==> config.mk <==
export PLATFORM = sky130hd
export DESIGN_NAME = pst_status_regs
export DESIGN_NICKNAME = d
export VERILOG_FILES = /design/src/rtl/pst_pkg.sv /design/src/rtl/pst_sticky_byte.sv /design/src/rtl/pst_sample_word.sv /design/src/rtl/pst_status_regs.sv
export SDC_FILE = /design/constraint.sdc
export NUM_CORES = 1
export LEC_CHECK = 0
export ABC_AREA = 1
export BUFFER_PORTS_ARGS = -buffer_cell sky130_fd_sc_hd__buf_2
export CAP_MARGIN = 20
export CORE_ASPECT_RATIO = 1.1
export CORE_MARGIN = 1.5
export CORE_UTILIZATION = 52
export CTS_CLUSTER_DIAMETER = 40
export DETAILED_ROUTE_END_ITERATION = 10
export GPL_ROUTABILITY_DRIVEN = 0
export PLACE_DENSITY = 0.89
export SLEW_MARGIN = 10
export SYNTH_ARGS = -nofsm -noshare
export SYNTH_HDL_FRONTEND = slang
export SYNTH_SLANG_ARGS = --single-unit
export TNS_END_PERCENT = 5
==> constraint.sdc <==
create_clock -name clock -period 1.17 [get_ports clock]
set_input_delay 0.234 -clock clock [delete_from_list [all_inputs] [get_ports clock]]
set_output_delay 0.234 -clock clock [all_outputs]
set_load 0.01 [all_outputs]
==> src/rtl/pst_pkg.sv <==
package pst_pkg;

  // command codes of the register group
  localparam logic [7:0] CMD_INPUT_FAULT = 8'h7c;
  localparam logic [7:0] CMD_THERMAL_FAULT = 8'h7d;
  localparam logic [7:0] CMD_CLM_ERRORS = 8'h7e;
  localparam logic [7:0] CMD_VENDOR_STATUS = 8'h80;
  localparam logic [7:0] CMD_VIN_READING = 8'h88;
  localparam logic [7:0] CMD_IIN_READING = 8'h89;

  // input fault summary bit positions
  localparam int IN_OV_BIT = 7;
  localparam int IN_UV_BIT = 4;
  localparam int IN_OC_BIT = 2;
  // thermal fault summary bit positions
  localparam int TEMP_OT_FAULT_BIT = 7;
  localparam int TEMP_OT_WARN_BIT = 6;
  localparam int TEMP_UT_FAULT_BIT = 4;
  // comm/logic/memory bit positions
  localparam int CLM_BAD_CMD_BIT = 7;
  localparam int CLM_BAD_DATA_BIT = 6;
  localparam int CLM_PEC_BIT = 5;
  localparam int CLM_MEM_BIT = 4;
  localparam int CLM_CPU_BIT = 3;
  localparam int CLM_OTHER_COMM_BIT = 1;
  localparam int CLM_OTHER_LOGIC_BIT = 0;
  // vendor status bit position
  localparam int VEND_STORE_FULL_BIT = 1;
  // position of the summary flag in the device status byte
  localparam int SUMMARY_CLM_BIT = 1;

  // masks of the bits that exist; the rest read as zero
  localparam logic [7:0] IN_USED_MASK = 8'h94;
  localparam logic [7:0] TEMP_USED_MASK = 8'hd0;
  localparam logic [7:0] CLM_USED_MASK = 8'hfb;
  localparam logic [7:0] VEND_USED_MASK = 8'h02;

  localparam logic [15:0] WORD_RESET = 16'h0000;
  localparam logic [7:0] BYTE_RESET = 8'h00;

  // one-cycle fault events from the detectors and the bus engine
  typedef struct packed {
    logic in_ov;
    logic in_uv;
    logic in_oc;
    logic ot_fault;
    logic ot_warn;
    logic ut_fault;
    logic bad_cmd;
    logic bad_data;
    logic pec_fail;
    logic mem_fault;
    logic cpu_fault;
    logic other_comm;
    logic other_logic;
    logic store_full;
  } pst_event_type;

  // clear request per status byte
  typedef struct packed {
    logic input_fault;
    logic thermal_fault;
    logic clm_errors;
    logic vendor_status;
  } pst_clear_type;

  typedef struct packed {
    logic valid;
    logic [15:0] value;
  } pst_sample_type;

endpackage

==> src/rtl/pst_sticky_byte.sv <==
`timescale 1ns/1ns
`default_nettype none
module pst_sticky_byte #(
  parameter logic [7:0] USED_MASK = 8'hff
) (
  input wire logic clock,
  input wire logic nrst,
  input wire logic [7:0] set_bits,
  input wire logic clear,
  output logic [7:0] value
);
  logic [7:0] value_q;
  logic [7:0] value_d;

  // a set in the clearing cycle survives
  always_comb begin
    value_d = clear ? pst_pkg::BYTE_RESET : value_q;
    value_d = (value_d | set_bits) & USED_MASK;
  end

  always_ff @(posedge clock or negedge nrst) begin
    if (!nrst) begin
      value_q <= pst_pkg::BYTE_RESET;
    end else begin
      value_q <= value_d;
    end
  end

  assign value = value_q;
endmodule
`default_nettype wire

==> src/rtl/pst_sample_word.sv <==
`timescale 1ns/1ns
`default_nettype none
module pst_sample_word #(
  parameter int WIDTH = 16
) (
  input wire logic clock,
  input wire logic nrst,
  input wire logic sample_valid,
  input wire logic [WIDTH-1:0] sample_value,
  input wire logic hold,
  output logic [WIDTH-1:0] value
);
  logic [WIDTH-1:0] value_q;
  logic [WIDTH-1:0] value_d;
  logic pend_valid_q;
  logic pend_valid_d;
  logic [WIDTH-1:0] pend_q;
  logic [WIDTH-1:0] pend_d;

  // while a read is shifting out, new samples wait so both bytes match
  always_comb begin
    value_d = value_q;
    pend_d = pend_q;
    pend_valid_d = pend_valid_q;
    if (sample_valid) begin
      pend_d = sample_value;
      pend_valid_d = 1'b1;
    end
    if (!hold && (sample_valid || pend_valid_q)) begin
      value_d = sample_valid ? sample_value : pend_q;
      pend_valid_d = 1'b0;
    end
  end

  always_ff @(posedge clock or negedge nrst) begin
    if (!nrst) begin
      value_q <= '0;
      pend_q <= '0;
      pend_valid_q <= 1'b0;
    end else begin
      value_q <= value_d;
      pend_q <= pend_d;
      pend_valid_q <= pend_valid_d;
    end
  end

  assign value = value_q;
endmodule
`default_nettype wire

==> src/rtl/pst_status_regs.sv <==
`timescale 1ns/1ns
`default_nettype none
// Summary of operation
// - The input fault byte answers at 7Ch and bit 7 latches an input overvoltage fault.
// - Bit 4 latches input undervoltage, ignored after reset until input voltage first exceeds the threshold.
// - Bit 2 latches input overcurrent and bits 6:5, 3 and 1:0 stay zero.
// - The thermal fault byte answers at 7Dh and bit 7 latches an over-temperature fault.
// - Bit 6 latches an over-temperature warning independently of the fault.
// - Bit 4 latches an under-temperature fault and bits 5 and 3:0 stay zero.
// - The comm/logic/memory byte answers at 7Eh and bit 7 latches an unsupported command code.
// - Bit 6 latches a command carrying unsupported data.
// - Bit 5 latches a packet error check failure.
// - Bit 1 latches any other communication fault and bit 2 stays zero.
// - Bit 0 latches other memory or logic faults, bit 4 memory faults and bit 3 processor faults.
// - The vendor status byte answers at 80h with bit 1 set when the one-time store is full.
// - Command 88h returns input voltage in millivolts as a signed 16-bit word.
// - Command 89h returns input current in hundredths of an ampere as a signed 16-bit word.
// - Any set comm/logic/memory bit drives the summary flag output.
module pst_status_regs (
  input wire logic clock,
  input wire logic nrst,
  input wire pst_pkg::pst_event_type events,
  input wire logic vin_above_uv,
  input wire pst_pkg::pst_clear_type clears,
  input wire pst_pkg::pst_sample_type vin_sample,
  input wire pst_pkg::pst_sample_type iin_sample,
  input wire logic rd_strobe,
  input wire logic [7:0] rd_cmd,
  input wire logic rd_busy,
  output logic [15:0] rd_data,
  output logic rd_ack,
  output logic rd_hit,
  output logic [7:0] input_fault_summary,
  output logic [7:0] thermal_fault_summary,
  output logic [7:0] comm_logic_memory_errors,
  output logic [7:0] vendor_status_flags,
  output logic comm_logic_memory_flag
);
  logic uv_armed_q;
  logic uv_armed_d;
  logic [7:0] in_set;
  logic [7:0] temp_set;
  logic [7:0] clm_set;
  logic [7:0] vend_set;
  logic [7:0] in_val;
  logic [7:0] temp_val;
  logic [7:0] clm_val;
  logic [7:0] vend_val;
  logic [15:0] vin_val;
  logic [15:0] iin_val;
  logic [15:0] rd_data_d;
  logic [15:0] rd_data_q;
  logic rd_ack_q;
  logic rd_hit_d;
  logic rd_hit_q;
  logic [7:0] in_q;
  logic [7:0] temp_q;
  logic [7:0] clm_q;
  logic [7:0] vend_q;
  logic flag_q;
  logic flag_d;

  function automatic logic [7:0] bit_at(input int pos, input logic b);
    logic [7:0] r;
    r = '0;
    r[pos] = b;
    return r;
  endfunction

  // undervoltage is meaningless before the rail first came up
  always_comb begin
    uv_armed_d = uv_armed_q | vin_above_uv;
  end

  always_ff @(posedge clock or negedge nrst) begin
    if (!nrst) begin
      uv_armed_q <= 1'b0;
    end else begin
      uv_armed_q <= uv_armed_d;
    end
  end

  always_comb begin
    in_set = bit_at(pst_pkg::IN_OV_BIT, events.in_ov)
      | bit_at(pst_pkg::IN_UV_BIT, events.in_uv & uv_armed_q)
      | bit_at(pst_pkg::IN_OC_BIT, events.in_oc);
    temp_set = bit_at(pst_pkg::TEMP_OT_FAULT_BIT, events.ot_fault)
      | bit_at(pst_pkg::TEMP_OT_WARN_BIT, events.ot_warn)
      | bit_at(pst_pkg::TEMP_UT_FAULT_BIT, events.ut_fault);
    clm_set = bit_at(pst_pkg::CLM_BAD_CMD_BIT, events.bad_cmd)
      | bit_at(pst_pkg::CLM_BAD_DATA_BIT, events.bad_data)
      | bit_at(pst_pkg::CLM_PEC_BIT, events.pec_fail)
      | bit_at(pst_pkg::CLM_OTHER_COMM_BIT, events.other_comm)
      | bit_at(pst_pkg::CLM_MEM_BIT, events.mem_fault)
      | bit_at(pst_pkg::CLM_CPU_BIT, events.cpu_fault)
      | bit_at(pst_pkg::CLM_OTHER_LOGIC_BIT, events.other_logic);
    vend_set = bit_at(pst_pkg::VEND_STORE_FULL_BIT, events.store_full);
  end

  pst_sticky_byte #(.USED_MASK(pst_pkg::IN_USED_MASK)) u_in (
    .clock(clock), .nrst(nrst), .set_bits(in_set), .clear(clears.input_fault), .value(in_val)
  );
  pst_sticky_byte #(.USED_MASK(pst_pkg::TEMP_USED_MASK)) u_temp (
    .clock(clock), .nrst(nrst), .set_bits(temp_set), .clear(clears.thermal_fault), .value(temp_val)
  );
  pst_sticky_byte #(.USED_MASK(pst_pkg::CLM_USED_MASK)) u_clm (
    .clock(clock), .nrst(nrst), .set_bits(clm_set), .clear(clears.clm_errors), .value(clm_val)
  );
  pst_sticky_byte #(.USED_MASK(pst_pkg::VEND_USED_MASK)) u_vend (
    .clock(clock), .nrst(nrst), .set_bits(vend_set), .clear(clears.vendor_status), .value(vend_val)
  );

  // hold during a read so the two bytes of a word come from one sample
  pst_sample_word #(.WIDTH(16)) u_vin (
    .clock(clock), .nrst(nrst), .sample_valid(vin_sample.valid),
    .sample_value(vin_sample.value), .hold(rd_busy), .value(vin_val)
  );
  pst_sample_word #(.WIDTH(16)) u_iin (
    .clock(clock), .nrst(nrst), .sample_valid(iin_sample.valid),
    .sample_value(iin_sample.value), .hold(rd_busy), .value(iin_val)
  );

  // read decode; the answer is captured once, so the word is stable for the transfer
  always_comb begin
    rd_data_d = rd_data_q;
    rd_hit_d = rd_hit_q;
    if (rd_strobe) begin
      rd_hit_d = 1'b1;
      unique case (rd_cmd)
        pst_pkg::CMD_INPUT_FAULT: rd_data_d = {8'h00, in_val};
        pst_pkg::CMD_THERMAL_FAULT: rd_data_d = {8'h00, temp_val};
        pst_pkg::CMD_CLM_ERRORS: rd_data_d = {8'h00, clm_val};
        pst_pkg::CMD_VENDOR_STATUS: rd_data_d = {8'h00, vend_val};
        pst_pkg::CMD_VIN_READING: rd_data_d = vin_val;
        pst_pkg::CMD_IIN_READING: rd_data_d = iin_val;
        default: begin
          rd_data_d = pst_pkg::WORD_RESET;
          rd_hit_d = 1'b0;
        end
      endcase
    end
    flag_d = |clm_val;
  end

  always_ff @(posedge clock or negedge nrst) begin
    if (!nrst) begin
      rd_data_q <= pst_pkg::WORD_RESET;
      rd_ack_q <= 1'b0;
      rd_hit_q <= 1'b0;
      in_q <= pst_pkg::BYTE_RESET;
      temp_q <= pst_pkg::BYTE_RESET;
      clm_q <= pst_pkg::BYTE_RESET;
      vend_q <= pst_pkg::BYTE_RESET;
      flag_q <= 1'b0;
    end else begin
      rd_data_q <= rd_data_d;
      rd_ack_q <= rd_strobe;
      rd_hit_q <= rd_hit_d;
      in_q <= in_val;
      temp_q <= temp_val;
      clm_q <= clm_val;
      vend_q <= vend_val;
      flag_q <= flag_d;
    end
  end

  assign rd_data = rd_data_q;
  assign rd_ack = rd_ack_q;
  assign rd_hit = rd_hit_q;
  assign input_fault_summary = in_q;
  assign thermal_fault_summary = temp_q;
  assign comm_logic_memory_errors = clm_q;
  assign vendor_status_flags = vend_q;
  assign comm_logic_memory_flag = flag_q;
endmodule
`default_nettype wire

# --- Word-level counts from Yosys, hierarchy flattened ---
# Cells that the tools add are included.
totals:
  regBits: 114
  latchBits: 0
  mem_bits_rw: 0
  mem_bits_ro: 0
  input_bits: 65
  out_inout_bits: 51
  mem_count: 0
classes:
  n_addsub: 0
  multipliers: 0
  n_div: 0
  n_lt_le_gt_ge: 0
  n_eq_ne: 6
  n_shift: 0
  n_mux: 12
  bitwise_logic: 16
  n_reduce_logical: 9
op_table:
  columns: ["operator", "count"]
  rows:
  - ["case mux 16 bit (6 select lines)", 1]
  - ["two-way mux 16 bit", 2]
  - ["equality test 8 x 7 -> 1 bit, second input constant", 3]
  - ["equality test 8 bit, second input constant", 3]
  - ["two-way mux 8 bit", 3]
  - ["OR 8 x 5 -> 8 bit", 3]
  - ["OR 8 bit", 3]
  - ["OR 8 x 7 -> 8 bit", 2]
  - ["OR 8 x 1 -> 8 bit", 1]
  - ["OR 8 x 2 -> 8 bit", 1]
  - ["OR 8 x 3 -> 8 bit", 1]
  - ["OR 8 x 4 -> 8 bit", 1]
  - ["OR 8 x 6 -> 8 bit", 1]
  - ["OR reduction 7 bit", 1]
  - ["OR reduction 6 bit", 1]
  - ["two-way mux 1 bit", 5]
  - ["nonzero test 2 bit", 2]
  - ["logical AND 1 bit", 2]
  - ["logical OR 1 bit", 2]
  - ["two-way mux 2 bit", 1]
  - ["OR 2 bit", 1]
  - ["bitwise AND 1 bit", 1]
  - ["zero test 1 bit", 1]
  - ["OR 1 bit", 1]

# --- Logic depth before layout (Yosys ltp) ---
logic_depth:
  depth_word: 7
  ltp_mapped: 9
  ltp_nobuf: 9

# --- By module ---
# Synthesis repeated with hierarchy kept, for this count alone.
hier_totals:
  hier_cells: 625
  area_unflattened_um2: 5557.8
modules_own_cells:
  columns: ["module", "n_inst", "cells_each", "area_each_um2", "seq_area_each_um2"]
  rows:
  - ["pst_sample_word", 2, 140, 1293.7, 825.8]
  - ["pst_status_regs", 1, 263, 2297.2, 1301.2]
  - ["pst_sticky_byte at u_in ...", 2, 19, 153.9, 75.1]
  - ["pst_sticky_byte at u_clm", 1, 31, 269.0, 175.2]
  - ["pst_sticky_byte at u_vend", 1, 13, 96.3, 25.0]

# --- Least setup slack after synthesis ---
# No wires, ideal clock.
synth_path:
  path_type: "in2reg"
  from: "input port rd_cmd[2]"
  to: "register rd_data_q[2], in the netlist rd_data[2]"
  setup_ns: 0.065
  t_arrival_ns: 0.966
  required_ns: 1.105
  slack_ns: 0.139
  path_stages: 8
  n_path_buf: 1
  cell_sequence: "inv_1 nand2_2 nor2_4 nand2_4 buf_6 o211ai_2 nand2_1 nand2_1"
synth_via:
  elab_chain_len: 2
  word_cells_on_any_way: 7
synth_rtl:
  columns: ["item", "line", "source"]
  rows:
  - ["start: declaration", "pst_status_regs.sv:28", "input wire logic [7:0] rd_cmd,"]
  - ["equality test 8 bit / equality test 8 x 7 -> 1 bit (equally long branches)", "pst_status_regs.sv:129", "unique case (rd_cmd)"]
  - ["case mux 16 bit (6 select lines) *", "pst_status_regs.sv:129", null]
  - ["end signal: assignment", "pst_status_regs.sv:147", "rd_data_q <= pst_pkg::WORD_RESET;"]
  - ["end signal: assignment", "pst_status_regs.sv:156", "rd_data_q <= rd_data_d;"]
  - ["end: declaration", "pst_status_regs.sv:52", "logic [15:0] rd_data_q;"]
# Every way passes the cells marked *; elsewhere a longest branch is shown, timed or not.
# A chain may end at the register's enable or synchronous reset.

# --- Worst setup path in the final report ---
layout_path:
  from: "register rd_data_q[2], in the netlist rd_data[2]"
  to: "output port rd_data[2]"
layout_lines:
  columns: ["item", "line", "source"]
  rows:
  - ["end: declaration", "pst_status_regs.sv:30", "output logic [15:0] rd_data,"]
# No word-level cell between the ends.

==> flow_summary.yaml <==
drt:
  first_iter_violations: 302
  routed_wirelength_mm: 12.1
  drc_errors: 0
  avgViaCountPerCell: 5.06
  wl_per_cell_um: 15.1
  drtPass1Iterations: 5
  ant_nets: 0
  vias: 4046
placed_design:
  placed_cells: 715
  numPortBuffers: 97
  hpwl_mm: 7.82
die:
  dieArea_um2: 9590
  die-width_um: 93.5
  core_um2: 8780
  io_pins: 116
  start_util: 0.533
  die_h_um: 103
  fp-row-count: 36
power_and_ir_drop:
  p_seq_frac: 0.399
  p_total_mw: 11.1
  internal-power_mw: 8.52
  clock_power_share: 0.503
  power.switching_mw: 2.59
  ir_drop_mv: 1.05
  sw_frac_of_total: 0.233
  combinationalPowerShare: 0.097
  power.density_nw_per_um2: 1700
  leakage_nw: 3.45
logic_synthesis:
  ys_types: 31
  ys_ff_latch: 114
  synth_top_area_share: 0.609
  ys_seq_area_frac: 0.609
  syn_inst: 503
  synth_area_per_cell_um2: 9.31
  yosys-top-cells-area: "dfrtp_1 (61%), nand2_1 (15%), buf_4 (3.7%)"
  yosys.area.top_type: "dfrtp_1"
  netlist_area_um2: 4680
  yosysWarnings: 0
clock_network:
  cts.sinks: 114
  clockRootBuffer: "clkbuf_8"
  cts_tree: "done"
  clk_latency_ns: 0.52
  h-tree-depth: 4
  cts_buffer_depth: 2
  path_clk_slew_ns: 0.06
  cts-buffers-inserted: 17
setup_path:
  cp_slowest_stage_delay_ns: 0.42
  worstPathRequired_ns: 0.94
  start_kind: "flop"
  path_delay_family: "flip-flops"
  crit_buf_inv: 1
  worst-setup-path-type: "flop to output port"
  reg2regPathDepth: 5
  path_cells: "buf_2"
  crit_arrival_ns: 1.09
  cpMaxStageDelayCell: "dfrtp_1"
  path_max_fanout: 2
  cp-end-kind: "output port"
  cp.depth: 1
layout:
  stdcell_count: 800
  num-fill-cells: 569
  final_common_cell: "nand2_1"
  layout_common_cells: "nand2_1 (181), dfrtp_1 (114), buf_2 (94)"
  n_antenna_cell: 0
  drive_gt1_frac: 0.238
  synthToLayoutAreaGrowth_pct: 39.8
  fin_nets: 738
status:
  violations: "setup timing"
  status: "complete, but fails checks"
grt:
  grt_max_degree: 32
  grt_usage: 0.273
  use_met2: 0.491
  grt.overflow.total: 0
  first_global_vias: 4270
  grt_pass1_wl_mm: 19.7
  grt_antenna_before_repair: 0
  gr-usage-met1: 0.312
  gr-max-usage-layer: "met2"
  gr-usage-met3: 0.0583
job:
  cap_violations: 0
timing:
  drv_slew: 0
  fin_ws_ns: -0.155
  rsz0062_at_grt: "yes"
  timing.final.crit_share: 1.13
  finalHoldViolCount: 0
  setup_viol: 33
  finalClockSkew_ns: 0.00539
  fmax_ghz: 0.755
  finalSetupTns_ns: -3.23
  period_needed_ns: 1.32
hold_path:
  hold_path_depth: 4
  hold_path_class: "input pin to flop"
worst reg2reg max path, cell delays in order, from the launching register on:
cell     delay, ns
dfrtp_1       0.32
inv_1         0.07
a21oi_4       0.21
buf_12        0.19
nor2_1        0.07
a31oi_1       0.18
cell type report:
cell class,instances,area (µm²),share of cell area
Inverter,49,186,0.0285
Clock inverter,13,206,0.0315
Multi-Input combinational cell,322,1470,0.225
Tap cell,114,143,0.0218
Timing Repair Buffer,169,1250,0.190
Sequential cell,114,2850,0.436
Clock buffer,19,442,0.0675
state kept, by name, indices dropped and copies added, names as in the netlist, 7 cells and up:
signal and cells:
u_iin.value 16, comm_logic_memory_errors 7, u_vin.pend_q 16, rd_data 16, u_vin.value 16, u_iin.pend_q 16, u_clm.value 7
metrics by stage:
stage | area [µm²] | worst slack, ns | util | hold WS [ns]
3_5_place_dp | 5360 | -0.137 | 0.610 | 0.157
4_1_cts | 6530 | -0.157 | 0.744 | 0.0448
2_1_floorplan | 4750 | 0.139 | - | -0.0616
6_report | 6550 | -0.155 | 0.745 | 0.0605
3_3_place_gp | 5360 | -0.0263 | 0.610 | 0.153
5_1_grt | 6550 | -0.164 | 0.745 | 0.0656
what timing repair did:
item,in CTS,in global routing
buffers inserted,0,1
hold endpoints to repair,165,0
hold buffers,52,0
endpoints found under the setup margin,33,33
gates resized for setup,1,1
cells in the mapped netlist (all sizes together):
| cell | number |
|---|---|
| nor4 | 1 |
| or2 | 1 |
| a21oi | 4 |
| dfrtp | 114 |
| clkinv | 1 |
| nand2 | 184 |
| o21bai | 15 |
| nand4 | 1 |
| clkbuf | 2 |
| inv | 48 |
| nand3 | 24 |
| a31oi | 11 |
| nor2 | 22 |
| buf | 33 |
| o22ai | 8 |
| o21ai | 31 |
| o211ai | 2 |
| conb | 1 |
cells by family (layout without fill, tap and decap cells):
group	Yosys count	count (layout)	synth area share
flops	114	114	0.609
other cells	1	18	0.000801
buf+inv	84	250	0.0906
compound gates	71	71	0.0967
simple gates	233	233	0.203
metal layers:
metal / vias to the layer above / wire [µm] / part of all wire
met4: 0 / 279 / 0.023
met2: 194 / 6430 / 0.53
met5: - / 0 / 0
met3: 27 / 764 / 0.063
li1: 1893 / - / -
met1: 1932 / 4610 / 0.38
power by group through the flow:
stage                     Clock [mW]  Combinational [mW]  Sequential (mW)
after floorplan                    0               0.526             4.46
after global placement             0               0.882             4.48
after detailed placement           0               0.920             4.50
after CTS                       5.65                1.08             4.43
after global routing            5.85                1.22             4.46
final                           5.59                1.08             4.44
path summary, 6_finish.rpt:
| check | endpoint | start | slack [ns] |
|---|---|---|---|
| max | rd_data[2] | rd_data[2]$_DFFE_PN0P_ | -0.15 |
| min | u_vin.pend_q[13]$_DFF_PN0_ | vin_sample[16] | 0.06 |
| max reg2reg | u_vin.value[4]$_DFFE_PN0P_ | u_vin.pend_valid_q$_DFFE_PN0P_ | 0.04 |
| min reg2reg | comm_logic_memory_errors[5]$_DFF_PN0_ | u_clm.value[5]$_DFF_PN0_ | 0.39 |
| max in group asynchronous | u_vin.pend_valid_q$_DFFE_PN0P_ | nrst | 0.52 |
| min in group asynchronous | u_temp.value[6]$_DFF_PN0_ | nrst | 0.17 |
(Power assumes the default switching activity.)
